<file path="config.mk">
export PLATFORM = sky130hd
export DESIGN_NAME = esct_core
export DESIGN_NICKNAME = d
export VERILOG_FILES = /design/src/logic/esct_pkg.sv /design/src/logic/esct_core.sv
export SDC_FILE = /design/constraint.sdc
export NUM_CORES = 2
export LEC_CHECK = 0
export ABC_AREA = 0
export BUFFER_PORTS_ARGS = -buffer_cell sky130_fd_sc_hd__buf_2
export CORE_ASPECT_RATIO = 0.7
export CORE_MARGIN = 4
export CORE_UTILIZATION = 49
export CTS_CLUSTER_DIAMETER = 50
export CTS_CLUSTER_SIZE = 8
export DETAILED_ROUTE_END_ITERATION = 16
export PLACE_DENSITY = 0.67
export SETUP_SLACK_MARGIN = 0.4
export SLEW_MARGIN = 5
export SYNTH_ARGS = -nofsm -noshare
export SYNTH_HDL_FRONTEND = slang
export SYNTH_SLANG_ARGS = --single-unit
</file>
<file path="constraint.sdc">
create_clock -name pclk -period 3.7 [get_ports pclk]
set_input_delay 0 -clock pclk [delete_from_list [all_inputs] [get_ports pclk]]
set_output_delay 0 -clock pclk [all_outputs]
set_load 0.01 [all_outputs]
</file>
<file path="src/logic/esct_pkg.sv">
/*
  Constants for the event state timer core: register map, field
  positions, reset values and encodings. Assumes a 12-bit APB byte address.
*/
`default_nettype none
package esct_pkg;
  localparam int N_EV  = 8;
  localparam int N_IN  = 8;
  localparam int N_OUT = 10;
  localparam int N_DMA = 2;
  // --------------------------------------------------------------
  // Register map
  // --------------------------------------------------------------
  localparam logic [11:0] A_CFG   = 12'h000;
  localparam logic [11:0] A_CTRL  = 12'h004;
  localparam logic [11:0] A_CNT_L = 12'h008;
  localparam logic [11:0] A_CNT_H = 12'h00c;
  localparam logic [11:0] A_STATE = 12'h010;
  localparam logic [11:0] A_OUT   = 12'h014;
  localparam logic [11:0] A_RES   = 12'h018;
  localparam logic [11:0] A_ERR   = 12'h01c;
  localparam logic [3:0]  EV_PAGE = 4'h1;
  localparam logic [6:0]  CAP_PAGE = 7'h10;
  localparam logic [1:0]  EV_CTRL = 2'h0;
  localparam logic [1:0]  EV_MASK = 2'h1;
  localparam logic [1:0]  EV_MTCH = 2'h2;
  localparam logic [1:0]  EV_OUTS = 2'h3;
  // --------------------------------------------------------------
  // Field positions
  // --------------------------------------------------------------
  localparam int CFG_JOIN = 0;
  localparam int CFG_CLKM = 1;
  localparam int CFG_CLKS = 3;
  localparam int CFG_UD_L = 7;
  localparam int CFG_UD_H = 8;
  localparam int CTL_HLT_L = 0;
  localparam int CTL_HLT_H = 1;
  localparam int CTL_PRE_L = 2;
  localparam int CTL_PRE_H = 10;
  localparam int EVC_INS  = 0;
  localparam int EVC_IOC  = 3;
  localparam int EVC_CMB  = 5;
  localparam int EVC_HEV  = 7;
  localparam int EVC_DIR  = 8;
  localparam int EVC_HALT = 10;
  localparam int EVC_LIM  = 11;
  localparam int EVC_DMA  = 12;
  localparam int EVC_CAP  = 14;
  localparam int EVO_CLR  = 16;
  localparam logic [31:0] CTRL_RST = 32'h0000_0003;
  localparam logic [31:0] CTRL_MSK = 32'h0003_ffff;
  // --------------------------------------------------------------
  // Encodings
  // --------------------------------------------------------------
  typedef enum logic [1:0] {CLK_SYS, CLK_SAMPLED, CLK_INPUT, CLK_ASYNC} esct_clkm_t;
  typedef enum logic [1:0] {IO_LOW, IO_RISE, IO_FALL, IO_HIGH} esct_ioc_t;
  typedef enum logic [1:0] {CMB_OR, CMB_MATCH, CMB_IO, CMB_AND} esct_cmb_t;
  typedef enum logic [1:0] {RES_NONE, RES_SET, RES_CLR, RES_TOG} esct_res_t;
  typedef enum logic [1:0] {DIR_ANY, DIR_UP, DIR_DOWN} esct_dir_t;
endpackage : esct_pkg
`default_nettype wire

</file>
<file path="src/logic/esct_core.sv">
/*
  Event state timer core with APB register access.
  Assumes pclk at 100 MHz, asynchronous event inputs, and an APB master.
*/
`default_nettype none
// Function
// - A halt-action event halts its selected counter.
// - A halted counter suppresses its events until software restarts it.
// - An event assigned to a DMA request pulses that request.
// - Count writes take effect only while that counter's halt bit is 1.
// - Count writes while running set the low or high bus-error flag.
// - Count registers read the current count at any time.
// - Each event has a readable, writable per-state enable mask.
// - Capture-enabled events load their capture register with the count.
// - Counter runs as two 16-bit halves or one 32-bit joined counter.
// - Joined mode ignores the high half's halt, writes and event select; each counter has direction and prescaler.
// - Eight event inputs, 0 to 7, serve as event conditions.
// - Ten outputs, 0 to 9, are set, cleared or toggled by events.
// - Clock source: system, sampled system, input pin, or asynchronous.
// - In input clock mode, count on a chosen edge of input 0..7.
// - Simultaneous set and clear apply the output's resolution choice.
// - In up-down mode events fire on any, up-only or down-only direction.
// - PWM may be edge-aligned or center-aligned.
// - PWM pulses may be active high, active low, or absent.
module esct_core (
  input  wire logic        pclk,
  input  wire logic        presetn,
  input  wire logic        psel,
  input  wire logic        penable,
  input  wire logic        pwrite,
  input  wire logic [11:0] paddr,
  input  wire logic [31:0] pwdata,
  output logic      [31:0] prdata,
  output logic             pready,
  output logic             pslverr,
  input  wire logic [esct_pkg::N_IN-1:0]  ev_in,
  output logic      [esct_pkg::N_OUT-1:0] out_pin,
  output logic      [esct_pkg::N_DMA-1:0] dma_req
);
  import esct_pkg::*;

  // --------------------------------------------------------------
  // Helpers
  // --------------------------------------------------------------
  function automatic logic io_hit(logic [1:0] c, logic f, logic fd);
    unique case (esct_ioc_t'(c))
      IO_LOW:  io_hit = ~f;
      IO_RISE: io_hit = f & ~fd;
      IO_FALL: io_hit = ~f & fd;
      IO_HIGH: io_hit = f;
    endcase
  endfunction : io_hit

  // Returns {down, count}; limit reverses in up-down mode (center PWM)
  function automatic logic [32:0] step(logic [31:0] c, logic [31:0] mx,
                                       logic dn, logic ud, logic lim, logic tk);
    step = {dn, c};
    if (lim)
      step = ud ? {1'b1, c - 32'h1} : {dn, 32'h0};
    else if (tk && dn)
      step = (c == 32'h0) ? {1'b0, c + 32'h1} : {1'b1, c - 32'h1};
    else if (tk && c == mx)
      step = ud ? {1'b1, c - 32'h1} : {1'b0, 32'h0};
    else if (tk)
      step = {1'b0, c + 32'h1};
  endfunction : step

  // --------------------------------------------------------------
  // State
  // --------------------------------------------------------------
  logic [N_IN-1:0]  in_s1, in_s2, in_s3, in_f, in_fd;
  logic [N_IN-1:0]  next_in_f;
  logic [31:0]      cfg, ctrl, next_cfg, next_ctrl;
  logic [15:0]      cnt_l, cnt_h, next_cnt_l, next_cnt_h;
  logic [7:0]       pre_l, pre_h, next_pre_l, next_pre_h;
  logic             dir_l, dir_h, next_dir_l, next_dir_h;
  logic [4:0]       state, next_state;
  logic [N_OUT-1:0] outv, next_outv;
  logic [19:0]      res, next_res;
  logic [1:0]       err, next_err;
  logic [N_DMA-1:0] next_dma;
  logic [15:0]      ev_ctrl [N_EV];
  logic [31:0]      ev_mask [N_EV];
  logic [31:0]      ev_mtch [N_EV];
  logic [31:0]      ev_outs [N_EV];
  logic [31:0]      cap     [N_EV];
  logic [15:0]      next_ev_ctrl [N_EV];
  logic [31:0]      next_ev_mask [N_EV];
  logic [31:0]      next_ev_mtch [N_EV];
  logic [31:0]      next_ev_outs [N_EV];
  logic [31:0]      next_cap     [N_EV];
  logic [31:0]      next_prdata;
  logic             next_pslverr;

  // --------------------------------------------------------------
  // Input synchronisers
  // --------------------------------------------------------------
  // A level is accepted once stages two and three agree
  always_comb
  begin
    next_in_f = (in_s2 & in_s3) | (in_f & (in_s2 ^ in_s3));
  end

  always_ff @(posedge pclk or negedge presetn)
  begin
    if (!presetn)
    begin
      in_s1 <= '0;
      in_s2 <= '0;
      in_s3 <= '0;
      in_f  <= '0;
      in_fd <= '0;
    end
    else
    begin
      in_s1 <= ev_in;
      in_s2 <= in_s1;
      in_s3 <= in_s2;
      in_f  <= next_in_f;
      in_fd <= in_f;
    end
  end

  // --------------------------------------------------------------
  // Counter clocking
  // --------------------------------------------------------------
  logic       join_m, ud_l, ud_h, halt_l, halt_h, clk_ok, tick_l, tick_h;
  logic [2:0] csel;
  assign join_m = cfg[CFG_JOIN];
  assign ud_l   = cfg[CFG_UD_L];
  assign ud_h   = cfg[CFG_UD_H] & ~join_m;
  assign halt_l = ctrl[CTL_HLT_L];
  assign halt_h = ctrl[CTL_HLT_H] | join_m;
  assign csel   = cfg[CFG_CLKS+1 +: 3];

  // Asynchronous mode is also resolved on pclk; both pin modes count edges
  always_comb
  begin
    unique case (esct_clkm_t'(cfg[CFG_CLKM +: 2]))
      CLK_SYS, CLK_SAMPLED: clk_ok = 1'b1;
      CLK_INPUT, CLK_ASYNC:
        clk_ok = io_hit(cfg[CFG_CLKS] ? IO_FALL : IO_RISE,
                        in_f[csel], in_fd[csel]);
    endcase
    tick_l = ~halt_l & clk_ok & (pre_l == ctrl[CTL_PRE_L +: 8]);
    tick_h = ~halt_h & clk_ok & (pre_h == ctrl[CTL_PRE_H +: 8]);
  end

  // --------------------------------------------------------------
  // Event decode
  // --------------------------------------------------------------
  logic [N_EV-1:0] ev_fire, ev_hsel;
  logic [31:0]     ev_cval [N_EV];

  always_comb
  begin
    logic        hs, mt, io, cm, dn, ud, dok;
    logic [15:0] c;
    logic [31:0] mv;
    hs = 1'b0; mt = 1'b0; io = 1'b0; cm = 1'b0;
    dn = 1'b0; ud = 1'b0; dok = 1'b0; c = '0; mv = '0;
    for (int e = 0; e < N_EV; e++)
    begin
      c  = ev_ctrl[e];
      hs = c[EVC_HEV] & ~join_m;
      ev_cval[e] = join_m ? {cnt_h, cnt_l} : hs ? {16'h0, cnt_h} : {16'h0, cnt_l};
      mv = join_m ? ev_mtch[e] : {16'h0, ev_mtch[e][15:0]};
      mt = (hs ? tick_h : tick_l) & (ev_cval[e] == mv);
      io = io_hit(c[EVC_IOC +: 2], in_f[c[EVC_INS +: 3]], in_fd[c[EVC_INS +: 3]]);
      unique case (esct_cmb_t'(c[EVC_CMB +: 2]))
        CMB_OR:    cm = mt | io;
        CMB_MATCH: cm = mt;
        CMB_IO:    cm = io;
        CMB_AND:   cm = mt & io;
      endcase
      dn = hs ? dir_h : dir_l;
      ud = hs ? ud_h : ud_l;
      unique case (c[EVC_DIR +: 2])
        DIR_UP:   dok = ~ud | ~dn;
        DIR_DOWN: dok = ~ud | dn;
        default:  dok = 1'b1;
      endcase
      ev_fire[e] = ~(hs ? halt_h : halt_l) & ev_mask[e][state] & cm & dok;
      ev_hsel[e] = hs;
    end
  end

  // --------------------------------------------------------------
  // Register file and counter next state
  // --------------------------------------------------------------
  logic        wr, rd_setup;
  logic [2:0]  ei;
  logic [1:0]  eo;
  logic        is_ev, is_cap;
  assign wr       = psel & penable & pwrite;
  assign rd_setup = psel & ~penable;
  assign ei       = paddr[6:4];
  assign eo       = paddr[3:2];
  assign is_ev    = paddr[11:8] == EV_PAGE && !paddr[7];
  assign is_cap   = paddr[11:5] == CAP_PAGE;

  always_comb
  begin
    logic             hl, hh, ll, lh, s, cl;
    logic [32:0]      sl, sh;
    logic [N_OUT-1:0] ts, tc;
    hl = 1'b0; hh = 1'b0; ll = 1'b0; lh = 1'b0; s = 1'b0; cl = 1'b0;
    sl = '0; sh = '0; ts = '0; tc = '0;
    next_cfg = cfg; next_ctrl = ctrl; next_state = state; next_outv = outv;
    next_res = res; next_err = err; next_dma = '0;
    next_ev_ctrl = ev_ctrl; next_ev_mask = ev_mask;
    next_ev_mtch = ev_mtch; next_ev_outs = ev_outs; next_cap = cap;
    // Event actions
    for (int e = 0; e < N_EV; e++)
    begin
      if (ev_fire[e])
      begin
        hl |= ev_ctrl[e][EVC_HALT] & ~ev_hsel[e];
        hh |= ev_ctrl[e][EVC_HALT] & ev_hsel[e];
        ll |= ev_ctrl[e][EVC_LIM] & ~ev_hsel[e];
        lh |= ev_ctrl[e][EVC_LIM] & ev_hsel[e];
        next_dma |= ev_ctrl[e][EVC_DMA +: N_DMA];
        ts |= ev_outs[e][N_OUT-1:0];
        tc |= ev_outs[e][EVO_CLR +: N_OUT];
        if (ev_ctrl[e][EVC_CAP])
          next_cap[e] = ev_cval[e];
      end
    end
    // Counters; joined mode steps the whole 32-bit value in the low path
    sl = step(join_m ? {cnt_h, cnt_l} : {16'h0, cnt_l},
              join_m ? 32'hffff_ffff : 32'h0000_ffff, dir_l, ud_l, ll, tick_l);
    sh = step({16'h0, cnt_h}, 32'h0000_ffff, dir_h, ud_h, lh, tick_h);
    next_dir_l = sl[32];
    next_cnt_l = sl[15:0];
    next_dir_h = join_m ? sl[32] : sh[32];
    next_cnt_h = join_m ? sl[31:16] : sh[15:0];
    next_pre_l = (tick_l | ll) ? 8'h0 : (~halt_l & clk_ok) ? pre_l + 8'h1 : pre_l;
    next_pre_h = (tick_h | lh) ? 8'h0 : (~halt_h & clk_ok) ? pre_h + 8'h1 : pre_h;
    // Software writes
    if (wr)
    begin
      unique case (paddr)
        A_CFG:   next_cfg = {23'h0, pwdata[8:0]};
        A_CTRL:  next_ctrl = pwdata & CTRL_MSK;
        A_CNT_L:
          if (halt_l)
          begin
            next_cnt_l = pwdata[15:0];
            if (join_m)
              next_cnt_h = pwdata[31:16];
          end
          else
            next_err[0] = 1'b1;
        A_CNT_H:
          if (halt_h && !join_m)
            next_cnt_h = pwdata[15:0];
          else if (!join_m)
            next_err[1] = 1'b1;
        A_STATE: next_state = pwdata[4:0];
        A_OUT:   next_outv = pwdata[N_OUT-1:0];
        A_RES:   next_res = pwdata[19:0];
        A_ERR:   next_err = err & ~pwdata[1:0];
        default:
          if (is_ev)
          begin
            unique case (eo)
              EV_CTRL: next_ev_ctrl[ei] = pwdata[15:0];
              EV_MASK: next_ev_mask[ei] = pwdata;
              EV_MTCH: next_ev_mtch[ei] = pwdata;
              EV_OUTS: next_ev_outs[ei] = pwdata & 32'h03ff_03ff;
            endcase
          end
      endcase
    end
    // Hardware halt wins over a software restart in the same cycle
    next_ctrl[CTL_HLT_L] = next_ctrl[CTL_HLT_L] | hl;
    next_ctrl[CTL_HLT_H] = next_ctrl[CTL_HLT_H] | hh;
    // Outputs: events take precedence over a software write
    for (int o = 0; o < N_OUT; o++)
    begin
      s  = ts[o];
      cl = tc[o];
      if (s && cl)
      begin
        unique case (esct_res_t'(res[2*o +: 2]))
          RES_NONE: next_outv[o] = outv[o];
          RES_SET:  next_outv[o] = 1'b1;
          RES_CLR:  next_outv[o] = 1'b0;
          RES_TOG:  next_outv[o] = ~outv[o];
        endcase
      end
      else if (s)
        next_outv[o] = 1'b1;
      else if (cl)
        next_outv[o] = 1'b0;
    end
  end

  // --------------------------------------------------------------
  // Read path, sampled in the setup phase
  // --------------------------------------------------------------
  always_comb
  begin
    next_prdata  = prdata;
    next_pslverr = pslverr;
    if (rd_setup)
    begin
      next_pslverr = 1'b0;
      next_prdata  = 32'h0;
      unique case (paddr)
        A_CFG:   next_prdata = cfg;
        A_CTRL:  next_prdata = ctrl;
        A_CNT_L: next_prdata = join_m ? {cnt_h, cnt_l} : {16'h0, cnt_l};
        A_CNT_H: next_prdata = {16'h0, cnt_h};
        A_STATE: next_prdata = {27'h0, state};
        A_OUT:   next_prdata = {22'h0, outv};
        A_RES:   next_prdata = {12'h0, res};
        A_ERR:   next_prdata = {30'h0, err};
        default:
          if (is_ev)
          begin
            unique case (eo)
              EV_CTRL: next_prdata = {16'h0, ev_ctrl[ei]};
              EV_MASK: next_prdata = ev_mask[ei];
              EV_MTCH: next_prdata = ev_mtch[ei];
              EV_OUTS: next_prdata = ev_outs[ei];
            endcase
          end
          else if (is_cap)
            next_prdata = cap[paddr[4:2]];
          else
            next_pslverr = 1'b1;
      endcase
    end
  end

  always_ff @(posedge pclk or negedge presetn)
  begin
    if (!presetn)
    begin
      cfg <= '0; ctrl <= CTRL_RST; cnt_l <= '0; cnt_h <= '0;
      pre_l <= '0; pre_h <= '0; dir_l <= 1'b0; dir_h <= 1'b0;
      state <= '0; outv <= '0; res <= '0; err <= '0; dma_req <= '0;
      prdata <= '0; pslverr <= 1'b0;
      for (int e = 0; e < N_EV; e++)
      begin
        ev_ctrl[e] <= '0; ev_mask[e] <= '0; ev_mtch[e] <= '0;
        ev_outs[e] <= '0; cap[e] <= '0;
      end
    end
    else
    begin
      cfg <= next_cfg; ctrl <= next_ctrl; cnt_l <= next_cnt_l; cnt_h <= next_cnt_h;
      pre_l <= next_pre_l; pre_h <= next_pre_h; dir_l <= next_dir_l;
      dir_h <= next_dir_h; state <= next_state; outv <= next_outv;
      res <= next_res; err <= next_err; dma_req <= next_dma;
      prdata <= next_prdata; pslverr <= next_pslverr;
      ev_ctrl <= next_ev_ctrl; ev_mask <= next_ev_mask; ev_mtch <= next_ev_mtch;
      ev_outs <= next_ev_outs; cap <= next_cap;
    end
  end

  assign pready  = 1'b1;
  assign out_pin = outv;
endmodule : esct_core
`default_nettype wire

</file>
-- After elaboration in Yosys (flattened, before gate mapping)
Index checks and enable logic that the tools add are counted.
- flip-flop bits (word level): 1341
- word-level logic and storage cells: 893
- input bits: 57
- $lt $le $gt $ge: 13
- eq/ne operators: 138
- bitwise operators: 257
- mux-type cells: 300
- add/subtract/negate cells: 6
- reduce and logical (&&, ||, !) cells: 108
- operators by type and width (cell ; count):
    $mux W32 ; 29
    $bwmux W256 ; 3
    $mux W33 ; 14
    $bmux W32 S3 ; 4
    $mux W16 ; 19
    $eq A32 B32 Y1 ; 9
    $pmux W32 S8 ; 1
    $mux W10 ; 18
    $or A10 B10 Y10 ; 14
    $eq A2 B2 Y1 const B ; 66
    $bwmux W128 ; 1
    $pmux W32 S4 ; 1
    $mux W1 ; 127
    $and A1 B1 Y1 ; 106
    $demux W32 S3 ; 1
    $reduce_bool A4 Y1 ; 20
    $eq A2 B1 Y1 const B ; 37
    $pmux W1 S4 ; 17
    $not A1 Y1 ; 65
    $logic_not A2 Y1 ; 29
    $or A1 B1 Y1 ; 57
    $bmux W1 S3 ; 18
    $bmux W16 S3 ; 1
    $demux W16 S3 ; 1
    other kinds (43) ; 164

-- Logic depth before layout (Yosys ltp)
- depth after elaboration: 35
- gate-level depth with buffers: 20

-- Worst setup path after synthesis
OpenSTA, ideal clock, no wires.
- path type: flip-flop to flip-flop
- start point: register state[0]
- end point: register dir_h
- setup slack: 0.198 ns
- arrival time: 3.366 ns
- cell stages (with the launch flop): 17
- clock period less this slack: 3.502 ns
- path through: dfrtp_1 buf_6 buf_4 buf_6 mux4_2 mux4_2 or2_1 nand2_1 a211oi_1 or2_1 buf_2 nand3_2 nand3_1 buf_4 buf_4 o31ai_1 o32ai_1
- word-level cells in the longest chain between the ends: 22
- RTL lines (what ; RTL line ; RTL):
    start, declared ; esct_core.sv:77 ; logic [4:0] state, next_state;
    start signal, assigned ; esct_core.sv:355 ; dir_h <= next_dir_h; state <= next_state; outv <= next_outv;
    $bmux W1 S5 ; esct_core.sv:183 ; ev_fire[e] = ~(hs ? halt_h : halt_l) & ev_mask[e][state] & cm & dok;
    $mux W1 (not written as such) ; esct_core.sv:183 ;
    $and A1 B1 Y1 (3 in a row) ; esct_core.sv:183 ;
    $mux W1 ; esct_core.sv:216 ; if (ev_fire[e])
    $or A1 B1 Y1 (on tied branches) ; esct_core.sv:221, esct_core.sv:220 ;
    $mux W1 ; esct_core.sv:216 ;
    $or A1 B1 Y1 (on tied branches) ; esct_core.sv:221, esct_core.sv:220 ;
    $mux W1 ; esct_core.sv:216 ;
    [4 not listed] ; n/a ;
    $or A1 B1 Y1 (on tied branches) ; esct_core.sv:221, esct_core.sv:220 ;
    $mux W1 ; esct_core.sv:216 ;
    $or A1 B1 Y1 (on tied branches) ; esct_core.sv:221, esct_core.sv:220 ;
    $mux W1 ; esct_core.sv:216 ;
    $or A1 B1 Y1 (on tied branches) ; esct_core.sv:221, esct_core.sv:220 ;
    $mux W1 ; esct_core.sv:216 ;
    $ne A3 B3 Y1 (no source line) (tied with other cells) ; n/a ;
    $reduce_and A2 Y1 (no source line) / $mux W1 (equally long branches) ; n/a ;
    end signal, assigned ; esct_core.sv:355 ;
    end, declared ; esct_core.sv:76 ; logic dir_l, dir_h, next_dir_l, next_dir_h;
Several ways; a longest one is shown, not always the timed one. The select of a mux whose other input is x is not followed.
A chain may end at the register's enable or synchronous reset.

-- Final worst setup path
- start point: register cnt_l[9]
- end point: register cnt_h[12]
- word-level cells in the longest chain between the ends: 29
- RTL lines (what ; RTL line ; RTL):
    start, declared ; esct_core.sv:74 ; logic [15:0] cnt_l, cnt_h, next_cnt_l, next_cnt_h;
    start signal, assigned ; esct_core.sv:353 ; cfg <= next_cfg; ctrl <= next_ctrl; cnt_l <= next_cnt_l; cnt_h <= next_cnt_h;
    $mux W16 ; esct_core.sv:166 ; ev_cval[e] = join_m ? {cnt_h, cnt_l} : hs ? {16'h0, cnt_h} : {16'h0, cnt_l};
    $mux W32 ; esct_core.sv:166 ;
    $eq A32 B32 Y1 ; esct_core.sv:168 ; mt = (hs ? tick_h : tick_l) & (ev_cval[e] == mv);
    $and A1 B1 Y1 ; esct_core.sv:168 ;
    $and A1 B1 Y1 / $or A1 B1 Y1 (equally long branches) ; esct_core.sv:174, esct_core.sv:171 ;
    $pmux W1 S4 ; esct_core.sv:170 ; unique case (esct_cmb_t'(c[EVC_CMB +: 2]))
    $and A1 B1 Y1 (2 in a row) ; esct_core.sv:183 ;
    $mux W1 ; esct_core.sv:216 ;
    [13 not listed] ; n/a ;
    $mux W1 ; esct_core.sv:216 ;
    $mux W33 ; esct_core.sv:58 ; if (lim)
    $mux W16 (*) ; esct_core.sv:236 ; next_cnt_h = join_m ? sl[31:16] : sh[15:0];
    $mux W16 ; esct_core.sv:249 ; if (join_m)
    $mux W16 ; esct_core.sv:246 ; if (halt_l)
    $pmux W16 S2 ; esct_core.sv:242 ; unique case (paddr)
    $mux W16 (*) ; esct_core.sv:240 ; if (wr)
    net next_cnt_h[12] ; esct_core.sv:74 ;
    end signal, assigned ; esct_core.sv:353 ;
    end, declared ; esct_core.sv:74 ;
Mark *: on every way through the listed nets, which the timed path passes. The rest lies on a longest branch.

==> results_dict.tcl <==
set metrics [dict create \
    status "complete, but fails checks" \
    failed_checks "negative setup slack" \
    r2r-end "cnt_h[12]" \
    core_area_sq_um 141300 \
    path_clk_slew_ps 60 \
    r2r_cells 17 \
    io_pins 103 \
    hp-class "in -> reg" \
    cp-end-kind "flop" \
    arrival_ps 5050 \
    slew_headroom_pct 22.80 \
    vias 68850 \
    async_flop_share_pct 100.0 \
    gr-total-overflow 0 \
    finalWorstSetupSlack_ps -648.9 \
    rrSetupSlack_ps -650 \
    postSynthNetCount 6646 \
    syn_avg_cell_area_sq_um 10.69 \
    synth_edf_count 0 \
    worst-path-max-fanout 7 \
    syn_inst 6565 \
    synth_cell_types 97 \
    drt_iter0_drc 12830 \
    tightest_slew_ps 1158 \
    cts-buffers-inserted 184 \
    io_buffers 101 \
    postRouteAntennaNets 0 \
    holdCritStartpoint "paddr[1]" \
    powerDensity_nw_per_um2 369.7 \
    timing.final.crit_share_pct 117.5 \
    max_cap_violations 0 \
    final_core_util_pct 63.71 \
    die_h_um 324.6 \
    finalCriticalPeriod_ps 4349 \
    rows 115 \
    timing.rr.start "cnt_l[9]" \
    p_leak_nw 41.50 \
    gp_congestion 1.106 \
    cts-root-buf "clkbuf_16" \
    die_x_um 460.3 \
    yosys_warnings 0 \
    drt-pass1-iter-count 10 \
    areaGrowthSynthToFinish_pct 28.28 \
    wl_per_cell_um 41.22 \
    netlist_area_sq_um 70170 \
    cts.sinks 1245 \
    dpl.hpwl_um 279800 \
    rsz0062_at_grt "yes" \
    viasPerCell 7.233 \
    drc_errors 0 \
    timing.fmax_ghz 0.2299 \
    antenna_found_initial 37 \
    place_ws_ps -1063 \
    hold_viol 0 \
    critPathLaunchType "flop" \
    hold_end "res[19]" \
    grt_pass1_vias 64250 \
    grt_util_all_layers_pct 50.09 \
    drive_gt1_share_pct 38.62 \
    synth-seq-cells 1245 \
    holdPathStages 7 \
    finalMaxSlewViolations 0 \
    clk_latency_ps 860 \
    cts_tree "built" \
    htree_num_levels 4 \
    grt_first_pass_wirelength_um 524200 \
    ys.flop_type "dfrtp_1" \
    ys_seq_area_share_pct 44.40 \
    fill_cells 11030 \
    grt_max_degree 89 \
    initial_core_util_pct 49.66 \
    drt-total-wl_um 392400 \
    clock_skew_ps 63.53 \
    setup_viol 315 \
    finalNetCount 7658 \
    required_ps 4400 \
    ir_drop_v 0.0004633 \
    die-area_sq_um 149400 \
    tns_ps -85570 \
    clockBufferDepth 3 \
    crit_type "reg -> reg" \
]
-- worst max-delay path by stage --
stage,startpoint,to,cells past startpoint
detailed placement,cnt_h[7],cnt_h[11],15
global route,ev_mtch[146],cnt_h[12],18
global placement,cnt_h[7],cnt_h[8],15
CTS,cnt_h[8],cnt_h[14],18
finish,cnt_l[9],cnt_h[12],17
floorplan,state[0],out_pin[0],15
-- per-stage QoR --
step / instances / hold WS [ps] / total power (W) / cell area, sq um
floorplan: 6565 / -295.6 / 0.01510 / 70320
global placement: 9098 / 109.4 / 0.01701 / 80860
detailed placement: 9098 / 110.0 / 0.01702 / 80860
CTS: 9432 / 20.12 / 0.03295 / 87950
global route: 9503 / 70.28 / 0.03386 / 89980
finish: 9519 / 71.31 / 0.03328 / 90020
-- power breakdown --
group          switching (W)  internal (W)
Sequential          0.000128        0.0137
Combinational        0.00231       0.00105
Clock                0.00671       0.00935
Total                0.00915        0.0241
-- layout make-up --
class                           count  area, sq um  share of cell area [%]
Timing Repair Buffer             1453        13050                   14.50
Sequential cell                  1245        31190                   34.65
Inverter                           89        334.1                  0.3711
Tap cell                         1872         2342                   2.602
Multi-Input combinational cell   4604        37730                   41.91
Clock buffer                      209         4768                   5.297
Clock inverter                     30        566.8                  0.6296
Antenna cell                       17        42.54                 0.04726
-- cell usage after synthesis (all sizes together) (166+ instances only) --
cell type	instances	area [sq um]
buf	194	1026
nand2	612	2300
dfrtp	1243	31100
nor2	270	1018
mux2i	169	1692
xnor2	173	1515
mux2	874	9842
o21ai	446	2232
a21oi	283	1416
a22oi	287	2160
mux4	166	3864
clkbuf	435	1653
-- registers in the layout (all words and copies together) (netlist names), 9 cells and up --
name	count
prdata	32
cfg	9
cap	256
ev_mask	256
ev_outs	160
out_pin	10
ctrl	18
cnt_h	16
ev_ctrl	128
res	20
ev_mtch	256
cnt_l	16
-- worst max-delay path: stages, from the launching register on --
cell and delay, ps:
dfrtp_2 470, xnor2_2 240, buf_6 170, nand4_1 460
o41ai_4 470, buf_4 210, nand4_1 230, buf_4 260
o32ai_2 250, buf_4 160, nand4_1 210, buf_4 220
o2111ai_4 150, buf_6 160, nor4_4 50, buf_12 150
o22a_1 190, o32a_1 170
-- metal layers --
layer	global-route usage [%]	vias to the layer above	wire length, um
met3	25.09	1339	70860
li1	-	26500	-
met2	63.54	6451	145600
met1	70.01	34530	151200
met5	0	-	279
met4	23.72	32	24450
-- kinds of logic (layout without fill, tap and decap cells) --
logic type / count (synthesis) / after routing / share of synthesized area (%)
other: 1 / 18 / 0.005344
xor gates and xnor gates: 309 / 309 / 3.857
and+or+nand+nor: 1414 / 1417 / 9.441
buffers and inverters: 719 / 1781 / 4.311
AOI/OAI and AO/OA: 1644 / 1644 / 15.62
DFF: 1245 / 1245 / 44.40
muxes: 1209 / 1209 / 21.94
adders and majority gates: 24 / 24 / 0.4279
-- cells in the final DEF, fill, tap and decap left out, types with 105 or more instances in the layout --
| master | count |
|---|---|
| buf_4 | 1093 |
| o21ai_0 | 379 |
| xor2_1 | 133 |
| xnor2_1 | 160 |
| mux4_2 | 134 |
| clkbuf_16 | 198 |
| mux2i_1 | 154 |
| dfrtp_1 | 1219 |
| a21oi_1 | 271 |
| nor2_1 | 252 |
| a22oi_1 | 285 |
| nand2_1 | 552 |
| nand4_1 | 105 |
| buf_12 | 125 |
| mux2_2 | 871 |
-- repair_timing --
item	CTS	global route
pin swaps	53	70
hold endpoints to repair	1540	0
setup endpoints to repair	320	320
cloned	6	19
hold buffers	59	0
setup buffers	30	51
resized for setup	199	293
Power figures use the tool's default switching activity.
